==> config.mk <==
export PLATFORM = sky130hd
export DESIGN_NAME = pafc_port_a
export DESIGN_NICKNAME = d
export VERILOG_FILES = /design/src/common/pafc_pkg.sv /design/src/hw/pafc_port_a.sv
export SDC_FILE = /design/constraint.sdc
export NUM_CORES = 1
export LEC_CHECK = 0
export ABC_CLOCK_PERIOD_IN_PS = 3000
export BUFFER_PORTS_ARGS = -buffer_cell sky130_fd_sc_hd__buf_4
export CAP_MARGIN = 5
export CORE_MARGIN = 4
export CORE_UTILIZATION = 37
export DETAILED_ROUTE_END_ITERATION = 8
export SETUP_SLACK_MARGIN = 0.1
export SLEW_MARGIN = 10
export SYNTH_ARGS = -nofsm -noshare
export SYNTH_HDL_FRONTEND = slang
export SYNTH_SLANG_ARGS = --single-unit
==> constraint.sdc <==
create_clock -name i_clock -period 3 [get_ports i_clock]
set_input_delay 0.6 -clock i_clock [delete_from_list [all_inputs] [get_ports i_clock]]
set_output_delay 0.6 -clock i_clock [all_outputs]
set_load 0.005 [all_outputs]
==> src/common/pafc_pkg.sv <==
// port a pin function controller: shared constants and types
// assumes a 32-bit word-addressed avalon-mm slave port and one 20 MHz clock
package pafc_pkg;

  // -----------------------------------------------------------------
  // register map
  // -----------------------------------------------------------------
  localparam int unsigned NUM_REGS = 13;
  localparam logic [31:0] MAP_BASE = 32'hffff8380;
  // full byte addresses of the map; the bus word index is the distance from MAP_BASE
  localparam logic [31:0] REG_OFFSET [NUM_REGS] = '{
    32'hffff8386, 32'hffff838c, 32'hffff838e, 32'hffff8394, 32'hffff8396,
    32'hffff8398, 32'hffff839a, 32'hffff839c, 32'hffff83a6, 32'hffff83ac,
    32'hffff83b4, 32'hffff83b8, 32'hffff83ba};
  localparam int unsigned REG_DIR_A = 0;
  localparam int unsigned REG_FUNC_UP = 1;
  localparam int unsigned REG_FUNC_LO = 2;
  localparam int unsigned ADDR_W = 6;

  // writable bits per register; reserved bits hold zero
  localparam logic [15:0] REG_WMASK [NUM_REGS] = '{
    16'hffff, 16'h555f, 16'hfd75, 16'hffff, 16'hffff, 16'hffff, 16'hffff,
    16'hffff, 16'hffff, 16'hffff, 16'hffff, 16'hffff, 16'hffff};
  // bits with no pin behind them in the reduced-pin variant
  localparam logic [15:0] REG_RMASK [NUM_REGS] = '{
    16'h7c00, 16'h1550, 16'h0000, 16'h0000, 16'h0000, 16'h0000, 16'h0000,
    16'h0000, 16'h0000, 16'h0000, 16'h0000, 16'h0000, 16'h0000};
  localparam logic [15:0] REG_RESET = 16'h0000;
  localparam logic [15:0] FUNC_UP_RESET_EXT = 16'h4000;
  localparam logic [15:0] FUNC_UP_RESET_SC = 16'h0000;

  // -----------------------------------------------------------------
  // upper control field positions
  // -----------------------------------------------------------------
  localparam int unsigned PIN15_SEL = 14;
  localparam int unsigned PIN14_SEL = 12;
  localparam int unsigned PIN13_SEL = 10;
  localparam int unsigned PIN12_SEL = 8;
  localparam int unsigned PIN11_SEL = 6;
  localparam int unsigned PIN10_SEL = 4;
  localparam int unsigned PIN9_SEL_LO = 2;
  localparam int unsigned PIN8_SEL_LO = 0;
  // lower control field positions
  localparam int unsigned PIN7_SEL_LO = 14;
  localparam int unsigned PIN6_SEL_LO = 12;
  localparam int unsigned PIN5_SEL_LO = 10;
  localparam int unsigned PIN4_SEL = 8;
  localparam int unsigned PIN3_SEL = 6;
  localparam int unsigned PIN2_SEL_LO = 4;
  localparam int unsigned PIN1_SEL = 2;
  localparam int unsigned PIN0_SEL = 0;
  localparam int unsigned NUM_PINS = 16;

  // -----------------------------------------------------------------
  // types
  // -----------------------------------------------------------------
  typedef enum logic [3:0] {
    FN_GPIO = 4'h0, FN_CLOCK_OUT = 4'h1, FN_READ_STROBE = 4'h2,
    FN_WRITE_UPPER = 4'h3, FN_WRITE_LOWER = 4'h4, FN_CHIP_SELECT = 4'h5,
    FN_TIMER_CLOCK = 4'h6, FN_IRQ = 4'h7, FN_SERIAL_CLOCK = 4'h8,
    FN_DMA_REQUEST = 4'h9, FN_SERIAL_DATA = 4'ha, FN_RESERVED = 4'hb
  } pafc_func_t;

  typedef struct packed {
    logic extended;     // extended mode (external bus), else single-chip
    logic rom_disabled; // on-chip rom invalid mode
    logic reduced;      // reduced-pin variant
  } pafc_mode_t;

  typedef struct packed {
    pafc_func_t func;
    logic drive;        // 1: pin driven as output by the port logic
  } pafc_pin_t;

endpackage

==> src/hw/pafc_port_a.sv <==
// port a pin function controller: direction and function registers,
// the other port registers as plain storage, and the per-pin decode.
// assumes i_rst_n is the external power-on reset only; watchdog, standby
// and sleep never reach this block, so they cannot disturb its contents.
`timescale 1ns/1ps
module pafc_port_a (
  input wire logic i_clock,
  input wire logic i_rst_n,
  input wire pafc_pkg::pafc_mode_t i_mode,
  input wire logic [pafc_pkg::ADDR_W-1:0] i_avs_address,
  input wire logic i_avs_read,
  input wire logic i_avs_write,
  input wire logic [31:0] i_avs_writedata,
  input wire logic [3:0] i_avs_byteenable,
  output logic [31:0] o_avs_readdata,
  output logic o_avs_waitrequest,
  output pafc_pkg::pafc_pin_t [pafc_pkg::NUM_PINS-1:0] o_pins
);

  // -----------------------------------------------------------------
  // bus handshake
  // -----------------------------------------------------------------
  logic init_q;
  logic wait_q;
  logic wait_d;
  logic [31:0] rdata_q;
  logic [31:0] rdata_d;
  wire logic req = i_avs_read | i_avs_write;
  // the edge at which the master sees waitrequest low
  wire logic accept = req & ~wait_q;
  wire logic do_write = accept & i_avs_write;
  // one wait cycle lets read data come from a flop; held off during init
  assign wait_d = init_q | ~(req & wait_q);

  wire logic [15:0] lane_mask = {{8{i_avs_byteenable[1]}}, {8{i_avs_byteenable[0]}}};

  // -----------------------------------------------------------------
  // register array
  // -----------------------------------------------------------------
  logic [15:0] regs_q [pafc_pkg::NUM_REGS];
  logic [15:0] regs_d [pafc_pkg::NUM_REGS];
  logic [15:0] rd_word [pafc_pkg::NUM_REGS];
  logic [pafc_pkg::NUM_REGS-1:0] hit;

  genvar k;
  generate
    for (k = 0; k < pafc_pkg::NUM_REGS; k++) begin : g_reg
      localparam logic [pafc_pkg::ADDR_W-1:0] IDX =
        pafc_pkg::ADDR_W'(pafc_pkg::REG_OFFSET[k] - pafc_pkg::MAP_BASE);
      // absent pins stay read-only in the reduced variant
      wire logic [15:0] live_mask = pafc_pkg::REG_WMASK[k] &
        ~(i_mode.reduced ? pafc_pkg::REG_RMASK[k] : 16'h0000);
      wire logic [15:0] merged = (regs_q[k] & ~lane_mask) | (i_avs_writedata[15:0] & lane_mask);
      assign hit[k] = (i_avs_address == IDX);
      // reserved bits never store a one
      assign regs_d[k] = (do_write & hit[k]) ?
        ((merged & live_mask) | (regs_q[k] & ~live_mask & pafc_pkg::REG_WMASK[k])) : regs_q[k];
      assign rd_word[k] = hit[k] ? (regs_q[k] & live_mask) : 16'h0000;

      if (k == pafc_pkg::REG_FUNC_UP) begin : g_up
        // reset value picked from the sampled mode
        always_ff @(posedge i_clock or negedge i_rst_n) begin
          if (!i_rst_n) begin
            regs_q[k] <= pafc_pkg::REG_RESET;
          end else if (init_q) begin
            regs_q[k] <= i_mode.extended ? pafc_pkg::FUNC_UP_RESET_EXT : pafc_pkg::FUNC_UP_RESET_SC;
          end else begin
            regs_q[k] <= regs_d[k];
          end
        end
      end else begin : g_plain
        always_ff @(posedge i_clock or negedge i_rst_n) begin
          if (!i_rst_n) begin
            regs_q[k] <= pafc_pkg::REG_RESET;
          end else begin
            regs_q[k] <= regs_d[k];
          end
        end
      end
    end
  endgenerate

  // unmapped addresses read zero and ignore writes
  always_comb begin
    rdata_d = 32'h0000_0000;
    for (int i = 0; i < pafc_pkg::NUM_REGS; i++) begin
      rdata_d[15:0] = rdata_d[15:0] | rd_word[i];
    end
  end

  always_ff @(posedge i_clock or negedge i_rst_n) begin
    if (!i_rst_n) begin
      init_q <= 1'b1;
      wait_q <= 1'b1;
      rdata_q <= 32'h0000_0000;
    end else begin
      init_q <= 1'b0;
      wait_q <= wait_d;
      rdata_q <= rdata_d;
    end
  end

  assign o_avs_readdata = rdata_q;
  assign o_avs_waitrequest = wait_q;

  // -----------------------------------------------------------------
  // pin function decode
  // -----------------------------------------------------------------
  wire logic [15:0] dir = regs_q[pafc_pkg::REG_DIR_A];
  wire logic [15:0] up = regs_q[pafc_pkg::REG_FUNC_UP];
  wire logic [15:0] lo = regs_q[pafc_pkg::REG_FUNC_LO];
  // the rom-off override applies only in full variants; the single-chip override applies in all
  wire logic rom_off = i_mode.rom_disabled & ~i_mode.reduced;
  wire logic single = ~i_mode.extended;

  // bus pin: rom-off forces the bus function, single-chip forces gpio
  function automatic pafc_pkg::pafc_func_t bus_pin(input logic sel, input pafc_pkg::pafc_func_t fn,
                                                   input logic off, input logic sc);
    pafc_pkg::pafc_func_t r;
    r = pafc_pkg::FN_GPIO;
    if (sc) begin
      r = pafc_pkg::FN_GPIO;
    end else if (sel | off) begin
      r = fn;
    end
    return r;
  endfunction

  // two-bit field with gpio, timer clock, a third function and reserved
  function automatic pafc_pkg::pafc_func_t two_bit(input logic [1:0] sel, input pafc_pkg::pafc_func_t fn2,
                                                   input pafc_pkg::pafc_func_t fn3);
    pafc_pkg::pafc_func_t r;
    unique case (sel)
      2'h0: r = pafc_pkg::FN_GPIO;
      2'h1: r = pafc_pkg::FN_TIMER_CLOCK;
      2'h2: r = fn2;
      2'h3: r = fn3;
    endcase
    return r;
  endfunction

  pafc_pkg::pafc_func_t fn [pafc_pkg::NUM_PINS];

  // pin 15 from the upper register
  assign fn[15] = up[pafc_pkg::PIN15_SEL] ? pafc_pkg::FN_CLOCK_OUT : pafc_pkg::FN_GPIO;
  assign fn[14] = bus_pin(up[pafc_pkg::PIN14_SEL], pafc_pkg::FN_READ_STROBE, rom_off, single);
  assign fn[13] = bus_pin(up[pafc_pkg::PIN13_SEL], pafc_pkg::FN_WRITE_UPPER, rom_off, single);
  assign fn[12] = bus_pin(up[pafc_pkg::PIN12_SEL], pafc_pkg::FN_WRITE_LOWER, rom_off, single);
  assign fn[11] = bus_pin(up[pafc_pkg::PIN11_SEL], pafc_pkg::FN_CHIP_SELECT, rom_off, single);
  assign fn[10] = bus_pin(up[pafc_pkg::PIN10_SEL], pafc_pkg::FN_CHIP_SELECT, rom_off, single);
  assign fn[9] = two_bit(up[pafc_pkg::PIN9_SEL_LO +: 2], pafc_pkg::FN_IRQ, pafc_pkg::FN_RESERVED);
  assign fn[8] = two_bit(up[pafc_pkg::PIN8_SEL_LO +: 2], pafc_pkg::FN_IRQ, pafc_pkg::FN_RESERVED);
  // pins 7..0 from the lower register; chip selects drop to gpio in single-chip
  assign fn[7] = (single & lo[pafc_pkg::PIN7_SEL_LO + 1]) ? pafc_pkg::FN_GPIO :
    two_bit(lo[pafc_pkg::PIN7_SEL_LO +: 2], pafc_pkg::FN_CHIP_SELECT, pafc_pkg::FN_RESERVED);
  assign fn[6] = (single & lo[pafc_pkg::PIN6_SEL_LO + 1]) ? pafc_pkg::FN_GPIO :
    two_bit(lo[pafc_pkg::PIN6_SEL_LO +: 2], pafc_pkg::FN_CHIP_SELECT, pafc_pkg::FN_RESERVED);

  // serial clock pins: 01 serial clock, 10 dma request, 11 interrupt
  function automatic pafc_pkg::pafc_func_t sck_pin(input logic [1:0] sel, input logic sc_gpio);
    pafc_pkg::pafc_func_t r;
    unique case (sel)
      2'h0: r = pafc_pkg::FN_GPIO;
      2'h1: r = pafc_pkg::FN_SERIAL_CLOCK;
      2'h2: r = sc_gpio ? pafc_pkg::FN_GPIO : pafc_pkg::FN_DMA_REQUEST;
      2'h3: r = pafc_pkg::FN_IRQ;
    endcase
    return r;
  endfunction

  // dma request on pin 5 falls back to gpio in single-chip
  assign fn[5] = sck_pin(lo[pafc_pkg::PIN5_SEL_LO +: 2], single);
  assign fn[4] = lo[pafc_pkg::PIN4_SEL] ? pafc_pkg::FN_SERIAL_DATA : pafc_pkg::FN_GPIO;
  assign fn[3] = lo[pafc_pkg::PIN3_SEL] ? pafc_pkg::FN_SERIAL_DATA : pafc_pkg::FN_GPIO;
  assign fn[2] = sck_pin(lo[pafc_pkg::PIN2_SEL_LO +: 2], 1'b0);
  assign fn[1] = lo[pafc_pkg::PIN1_SEL] ? pafc_pkg::FN_SERIAL_DATA : pafc_pkg::FN_GPIO;
  assign fn[0] = lo[pafc_pkg::PIN0_SEL] ? pafc_pkg::FN_SERIAL_DATA : pafc_pkg::FN_GPIO;

  // -----------------------------------------------------------------
  // registered pin outputs
  // -----------------------------------------------------------------
  genvar p;
  generate
    for (p = 0; p < pafc_pkg::NUM_PINS; p++) begin : g_pin
      // direction applies to gpio and serial clock only
      wire logic drive_d = dir[p] &
        ((fn[p] == pafc_pkg::FN_GPIO) | (fn[p] == pafc_pkg::FN_SERIAL_CLOCK));
      always_ff @(posedge i_clock or negedge i_rst_n) begin
        if (!i_rst_n) begin
          o_pins[p] <= '{func: pafc_pkg::FN_GPIO, drive: 1'b0};
        end else begin
          o_pins[p] <= '{func: fn[p], drive: drive_d};
        end
      end
    end
  endgenerate

endmodule
### Word-level counts from Yosys, hierarchy flattened

Index checks and enable logic that the tools add are counted.

* memory bits (read-only): 0
* latch bits: 0
* bits in registers: 302
* bits in writable memories: 0
* memories kept: 0
* logic and storage cells: 274
* input port bits: 49
* output and inout port bits: 113

* multiplexer cells: 42
* shift operators: 0
* add/sub/neg operators: 0
* reductions and logical operators: 23
* $mul: 0
* bitwise logic cells: 114
* magnitude comparators: 0
* div/mod/pow operators: 0
* equality and inequality tests: 47

Operators by type and width (number)
* 16-bit bitwise OR: 26
* 16-bit AND: 17
* 16-bit 2-to-1 mux: 15
* 4-bit one-hot mux with 4 select lines: 6
* 4-bit equality test, second input constant: 16
* 4-bit logical NOT: 16
* 4-bit 2-to-1 mux: 12
* 1-bit AND: 35
* 16-bit by 15-bit AND with 16-bit output: 2
* 16-bit inverter: 2
* 6-bit by 5-bit equality test with 1-bit output, second input constant: 5
* 6-bit equality test, second input constant: 5
* 15-bit 2-to-1 mux: 2
* 2-bit equality test, second input constant: 12
* 1-bit bitwise OR: 23
* 15-bit inverter with 16-bit output: 1
* 16-bit by 15-bit bitwise OR with 16-bit output: 1
* 15-bit AND: 1
* 13-bit inverter with 15-bit output: 1
* 15-bit inverter: 1
* 13-bit 2-to-1 mux: 1
* 2-bit by 1-bit equality test with 1-bit output, second input constant: 6
* 6-bit by 4-bit equality test with 1-bit output, second input constant: 2
* 2-bit logical NOT: 6
* 6 further kinds: 12

### Depth between registers and ports, before layout

Gate-level depths: netlist of run 1.

* depth in word-level cells: 16
* depth in mapped cells: 7
* mapped depth without buffers: 4

### Least setup slack after synthesis of run 1

No wires, ideal clock.

* path type: input to register
* start point: input i_avs_address[4] (netlist bit)
* end point: register with a tool-made name
* library setup time: 0.125 ns
* arrival: 1.899 ns
* cell stages on the path: 6
* buffers on the path: 2
* data required time: 2.875 ns
* setup slack: 0.976 ns
* path through: buf_2 -> buf_2 -> nor2_1 -> nand3_1 -> nor2_2 -> mux2_2

RTL lines
* start: declaration: RTL line pafc_port_a.sv:10 `input wire logic [pafc_pkg::ADDR_W-1:0] i_avs_address,`

==> results of run 1 <==
layout make-up:
class	instances	area, um2	share of cell area [%]
Multi-Input combinational cell	588	4990	34.5
Timing Repair Buffer	166	1370	9.44
Inverter	17	63.8	0.441
Clock inverter	15	164	1.13
Sequential cell	264	6610	45.7
Tap cell	435	544	3.76
Clock buffer	33	738	5.10
stage by stage:
step | instances | worst slack (ps) | area (um2) | total power, W | hold WS (ps)
final | 1518 | 774 | 14500 | 0.00763 | 49.9
after global routing | 1518 | 686 | 14500 | 0.00791 | 102
after CTS | 1518 | 814 | 14500 | 0.00770 | 74.6
after detailed placement | 1470 | 284 | 13600 | 0.00429 | 412
after global placement | 1470 | 279 | 13600 | 0.00428 | 409
after floorplan | 968 | 976 | 12200 | 0.00404 | 304
per-layer routing:
layer / vias up / global-route usage, % / part of all wire (%)
met3: 69 / 2.80 / 6.6
met5: - / 0 / 0
li1: 3524 / - / -
met1: 4083 / 25.4 / 43
met4: 0 / 6.61 / 3.6
met2: 328 / 31.0 / 47
final timing paths:
| path | endpoint | cells past startpoint |
|---|---|---|
| setup / recovery | register | 6 |
| hold / removal | asynchronous set/reset pin | 1 |
| setup reg to reg | register | 3 |
| hold reg to reg | o_pins[2]$_DFF_PN0_ | 0 |
| max in group asynchronous | o_avs_readdata[11]$_DFF_PN0_ | 2 |
| min in group i_clock | o_avs_waitrequest$_DFF_PN1_ | 2 |
kinds of logic (layout without fill, tap and decap cells):
group | Yosys count | in the layout | share of synthesized area (%)
AOI/OAI and AO/OA | 93 | 93 | 5.76
adders and majority gates | 18 | 18 | 1.86
buffers and inverters | 116 | 231 | 5.33
DFF | 264 | 264 | 54.6
muxes | 222 | 222 | 20.9
other | 1 | 40 | 0.0310
and+or+nand+nor | 215 | 215 | 11.5
layout by cell type, fill, tap and decap left out, types with 6 or more instances in the layout:
master / synthesis / routed
and3_1: 25 / 25
dfrtp_1: 262 / 262
nand4_1: 12 / 12
nand3_1: 11 / 11
and2_1: 13 / 13
a221oi_1: 9 / 9
clkbuf_16: 0 / 27
nor2b_1: 17 / 17
a22oi_1: 18 / 18
nand2_1: 25 / 25
a2111oi_0: 11 / 11
mux2_4: 16 / 16
clkinv_2: 0 / 7
o21ai_0: 7 / 7
nor2_2: 10 / 10
ha_1: 18 / 18
inv_1: 17 / 17
nand2b_1: 6 / 6
nand3b_1: 20 / 20
conb_1: 1 / 40
nor3_1: 13 / 13
a21oi_1: 13 / 13
a22o_1: 6 / 6
buf_4: 48 / 156
buf_12: 0 / 9
mux2i_1: 28 / 28
nor2_1: 28 / 28
o21a_1: 10 / 10
mux2_2: 176 / 176
where the power goes:
group          internal (W)  switching [W]  leakage [nW]
Combinational      0.000194       0.000306          3.12
Sequential          0.00366      0.0000602          3.65
Clock               0.00200        0.00141         0.438
Total               0.00586        0.00177          7.21
worst max-delay path, stage by stage:
cell and delay [ps]:
buf_4 220, nand4bb_4 380, nor2_1 750, nand2_1 170, buf_4 220, mux2_2 270
==> results.sh, run 1 <==
export IMPL_outcome="finished, final reports clean"
export IMPL_syn_cell_area_mm2=0.0121
export IMPL_first_pass_iteration_count_of_the_detailed_router=5
export IMPL_worst_pin_slew_ps=889
export IMPL_vdd_ir_drop_max_uv=329
export IMPL_gr_total_overflow=0
export IMPL_number_of_endpoints_failing_setup_at_the_final_stage=0
export IMPL_ys_seq_elements=264
export IMPL_maxCapViolCount=0
export IMPL_clkSlewWorstSetupHoldPaths_ps=70
export IMPL_final_setup_skew_ps=9.80
export IMPL_dieWidth_um=189
export IMPL_dominantRegCellSynth="dfrtp_1"
export IMPL_dominant_cell_by_count_in_the_synthesized_netlist="dfrtp_1"
export IMPL_worstSkewPairLatency_ps=530
export IMPL_synth_top_area_share_pct=54.2
export IMPL_floorplan_rows=65
export IMPL_num_fill_cells=2861
export IMPL_worst_hold_path_type="in2async"
export IMPL_finalSetupTns_ps=0
export IMPL_cts_htree_levels=1
export IMPL_synth_cells=929
export IMPL_yosys_top_cell_by_area="dfrtp_1"
export IMPL_drcViolationCount=0
export IMPL_setup_worst_path_end_class="register"
export IMPL_final_core_util_pct=45.4
export IMPL_hpwlAfterDp_um=23800
export IMPL_post_synth_main_area_contributors="dfrtp_1, mux2_2, buf_4, mux2i_1, mux2_4"
export IMPL_finalWorstPathRequiredPeriod_ps=2230
export IMPL_drt_wl_total_um=33800
export IMPL_dr_total_vias=8004
export IMPL_n_antenna_cell=0
export IMPL_root_buffer="clkbuf_16"
export IMPL_syn_mean_instance_area_um2=13.0
export IMPL_synth_edff_count=0
export IMPL_area_growth_syn_to_layout_pct=19.7
export IMPL_max_slew_margin_rel_pct=40.5
export IMPL_cts_made_buffers=26
export IMPL_total_number_of_clock_tree_sinks=264
export IMPL_max_clock_path_buffers=3
export IMPL_grt_start_max_net_pins=80
export IMPL_cellPowerDensity_mw_per_mm2=527
export IMPL_max_freq_mhz=449
export IMPL_ioPinCount=162
export IMPL_start_util_pct=37.9
export IMPL_cts_post_setup_buffers_inserted=0
export IMPL_post_synth_most_frequent_cells="dfrtp_1, mux2_2, buf_4"
export IMPL_yosys_warnings=0
export IMPL_grt_pass1_wl_um=51200
export IMPL_postSynth_asyncResetShare_pct=100
export IMPL_drt_first_iter_violations=690
export IMPL_synth_cell_types=65
export IMPL_groute_usage_overall_pct=18.8
export IMPL_unrepaired_setup_endpoints_after_global_routing="no"
export IMPL_drt_antenna_violating_nets=0
export IMPL_post_route_period_util_pct=74.2
export IMPL_cellLeakagePower_nw=7.21
export IMPL_drive_gt1_share_pct=40.4
export IMPL_hold_buffers=0
export IMPL_post_cts_resized=0
export IMPL_avgRoutedWirePerCell_um=22.3
export IMPL_finalWeightedCongestion=0.883
export IMPL_tritoncts="built"
export IMPL_placeableCoreArea_mm2=0.0319
export IMPL_fp_dieH_um=189
export IMPL_antenna_found_initial=0
export IMPL_timing_critical_path_required_ps=3420
export IMPL_layout_nets=1130
export IMPL_grt_pass1_vias=8087
export IMPL_critical_path_at_ps=2640
export IMPL_timing_final_hold_violations=0
export IMPL_critical_path_startpoint_type="input pin"
export IMPL_worst_r2r_startpoint="o_avs_waitrequest$_DFF_PN1_"
export IMPL_regToRegSetupSlack_ps=1080
export IMPL_portBuffers=104
export IMPL_critPathLaunch="i_avs_address[1]"
export IMPL_final_max_slew_violation_count=0
export IMPL_worst_path_max_fanout=21
export IMPL_vias_per_cell=5.27
export IMPL_die_area_mm2=0.0356
export IMPL_synth_seq_area_share_pct=54.6
export IMPL_crit_type="in2reg"
No activity file was read; power rests on OpenSTA's default activity.
==> run 2: changes to the inputs <==
ABC_AREA = 1   (was unset)
ABC_CLOCK_PERIOD_IN_PS = 1880   (was 3000)
clock period = 1.88 ns   (was 3 ns; I/O delays follow)
==> results.sh, run 2 <==
export IMPL_placeableCoreArea_mm2=0.0316
export IMPL_clkSlewWorstSetupHoldPaths_ps=60
export IMPL_crit_type="reg2reg"
export IMPL_ioPinCount=162
export IMPL_post_synth_main_area_contributors="dfrtp_1, nand2_1, o21ai_0, nand3_1, inv_1"
export IMPL_synth_top_area_share_pct=55.1
export IMPL_ys_seq_elements=264
export IMPL_hold_slack_ps=19.9
export IMPL_drt_antenna_violating_nets=0
export IMPL_synthXorXnorAreaFrac_pct=0
export IMPL_synth_seq_area_share_pct=55.5
export IMPL_synthAdderAreaFrac_pct=1.89
export IMPL_yosys_top_cell_by_area="dfrtp_1"
export IMPL_cpMaxStageDelayCell="dfstp_2"
export IMPL_grt_pass1_wl_um=51100
export IMPL_finalWorstPathRequiredPeriod_ps=1720
export IMPL_final_max_slew_violation_count=0
export IMPL_drcViolationCount=0
export IMPL_num_fill_cells=3068
export IMPL_antenna_found_initial=2
export IMPL_finalSetupTns_ps=0
export IMPL_vdd_ir_drop_max_uv=460
export IMPL_synth_cell_types=28
export IMPL_syn_cell_area_mm2=0.0119
export IMPL_setup_worst_path_end_class="register"
export IMPL_first_pass_iteration_count_of_the_detailed_router=5
export IMPL_syn_mean_instance_area_um2=8.46
export IMPL_area_growth_syn_to_layout_pct=18.2
export IMPL_cts_made_buffers=27
export IMPL_start_util_pct=37.6
export IMPL_layout_nets=1585
export IMPL_cellLeakagePower_nw=7.12
export IMPL_die_area_mm2=0.0351
export IMPL_critical_path_startpoint_type="register"
export IMPL_max_clock_path_buffers=3
export IMPL_dominant_cell_by_count_in_the_synthesized_netlist="nand2_1"
export IMPL_grt_start_max_net_pins=60
export IMPL_root_buffer="clkbuf_16"
export IMPL_groute_usage_overall_pct=18.0
export IMPL_worst_path_max_fanout=16
export IMPL_cellPowerDensity_mw_per_mm2=875
export IMPL_synth_compound_area_share_pct=9.64
export IMPL_cts_htree_levels=1
export IMPL_final_cell_area_mm2=0.0141
export IMPL_total_number_of_clock_tree_sinks=264
export IMPL_cpLargestDelayFamily="simple AND/OR/NAND/NOR gates"
export IMPL_number_of_endpoints_failing_setup_at_the_final_stage=0
export IMPL_layout_cells_most_common="nand2_1"
export IMPL_post_synth_most_frequent_cells="nand2_1, dfrtp_1, o21ai_0"
export IMPL_critical_path_at_ps=2130
export IMPL_critPathMaxStageDelay_ps=380
export IMPL_crit_buf_inv=1
export IMPL_timing_final_hold_violations=0
export IMPL_worst_pin_slew_ps=668
export IMPL_dominantRegCellSynth="dfrtp_1"
export IMPL_finalWeightedCongestion=0.837
export IMPL_synth_top_family_by_area="simple AND/OR/NAND/NOR gates"
export IMPL_dieWidth_um=187
export IMPL_drt_wl_total_um=32100
export IMPL_cp_cell_sequence="nor2_2 > inv_1 > nor3_2 > nand2_1 > nand2_1 > o21ai_0"
export IMPL_max_freq_mhz=581
export IMPL_portBuffers=104
export IMPL_outcome="finished, final reports clean"
export IMPL_yosys_warnings=0
export IMPL_drt_first_iter_violations=823
export IMPL_vias_per_cell=4.87
export IMPL_grt_pass1_vias=9038
export IMPL_yosys_area_share_simple_pct=24.2
export IMPL_postSynth_asyncResetShare_pct=100
export IMPL_tritoncts="built"
export IMPL_synth_edff_count=0
export IMPL_avgRoutedWirePerCell_um=16.5
export IMPL_worst_hold_path_type="in2reg"
export IMPL_hpwlAfterDp_um=22800
export IMPL_floorplan_rows=65
export IMPL_fp_dieH_um=187
export IMPL_dr_total_vias=9456
export IMPL_cts_post_setup_buffers_inserted=0
export IMPL_post_route_period_util_pct=91.6
export IMPL_yosys_mux_area_fraction_pct=0
export IMPL_final_core_util_pct=44.5
export IMPL_final_setup_skew_ps=11.2
export IMPL_drive_gt1_share_pct=15.5
export IMPL_gr_total_overflow=0
export IMPL_synth_cells=1407
export IMPL_n_antenna_cell=0
export IMPL_max_slew_margin_rel_pct=55.4
export IMPL_unrepaired_setup_endpoints_after_global_routing="yes"
export IMPL_worstSkewPairLatency_ps=540
export IMPL_cp_common_cell="nand2_1"
export IMPL_timing_critical_path_required_ps=2280
export IMPL_leading_cell_types_in_the_layout_fill_and_taps_excluded="nand2_1, dfrtp_1, o21ai_0, buf_4, inv_1"
export IMPL_placed_area_mm2=0.0131
export IMPL_maxCapViolCount=0
[run 2: kinds of logic (layout without fill, tap and decap cells)]
logic type | after synthesis | in the layout
and+or+nand+nor | 679 | 679
DFF | 264 | 264
AOI/OAI and AO/OA | 225 | 225
buffers and inverters | 220 | 312
adders and majority gates | 18 | 18
other | 1 | 40
[run 2: power by group]
group,leakage (nW),switching (W),internal [W],total (W)
clock,0.447,0.00223,0.00329,0.00552
sequential,3.64,0.000112,0.00588,0.00599
combinational,3.03,0.000537,0.000267,0.000804
total,7.12,0.00288,0.00943,0.0123
[run 2: worst paths after layout]
kind / startpoint / depth (start not counted) / slack [ps] / to
max: o_avs_waitrequest$_DFF_PN1_ / 6 / 160 / register
min: i_avs_write / 2 / 20 / o_avs_waitrequest$_DFF_PN1_
max reg2reg: o_avs_waitrequest$_DFF_PN1_ / 6 / 160 / register
min reg2reg: register / 0 / 450 / o_pins[17]$_DFF_PN0_
max in group asynchronous: i_rst_n / 3 / 900 / asynchronous set/reset pin
min in group asynchronous: i_rst_n / 2 / 300 / asynchronous set/reset pin
[run 2: cell type report]
cell class	instances	area, um2	area share [%]
flip-flops and latches	264	6610	47.0
clock inverters	9	126	0.898
multi-input cells	962	4410	31.3
inverters	109	409	2.91
clock buffers	40	785	5.57
repair buffers	154	1230	8.75
well taps	402	503	3.57
[run 2: per-layer routing]
metal / wire length, um / GRT usage [%] / share of wire, %
met1: 15100 / 26.2 / 47
met2: 14200 / 27.8 / 44
met3: 2070 / 3.17 / 6.5
met4: 729 / 4.86 / 2.3
met5: 34 / 0 / 0.11
[run 2: per-stage QoR]
step	instances	power [W]	worst slack, ps
4_1_cts	1940	0.0124	145
3_5_place_dp	1889	0.00690	20.1
3_3_place_gp	1889	0.00688	47.5
5_1_grt	1940	0.0128	-27.7
6_report	1940	0.0123	157
2_1_floorplan	1446	0.00649	331
[run 2: worst register-to-register path, delay by kind of cell (launching register included)]
family                 cells  cell delay (ps)
AOI/OAI and AO/OA          1               90
and+or+nand+nor            4              920
buffers and inverters      1              180
DFF                        1              380
[run 2: timing repair]
item                                    CTS  global route
endpoints found under the setup margin    0            16
gates resized for setup                   0             0
endpoints found under the hold margin    27             0
hold buffers                              2             0
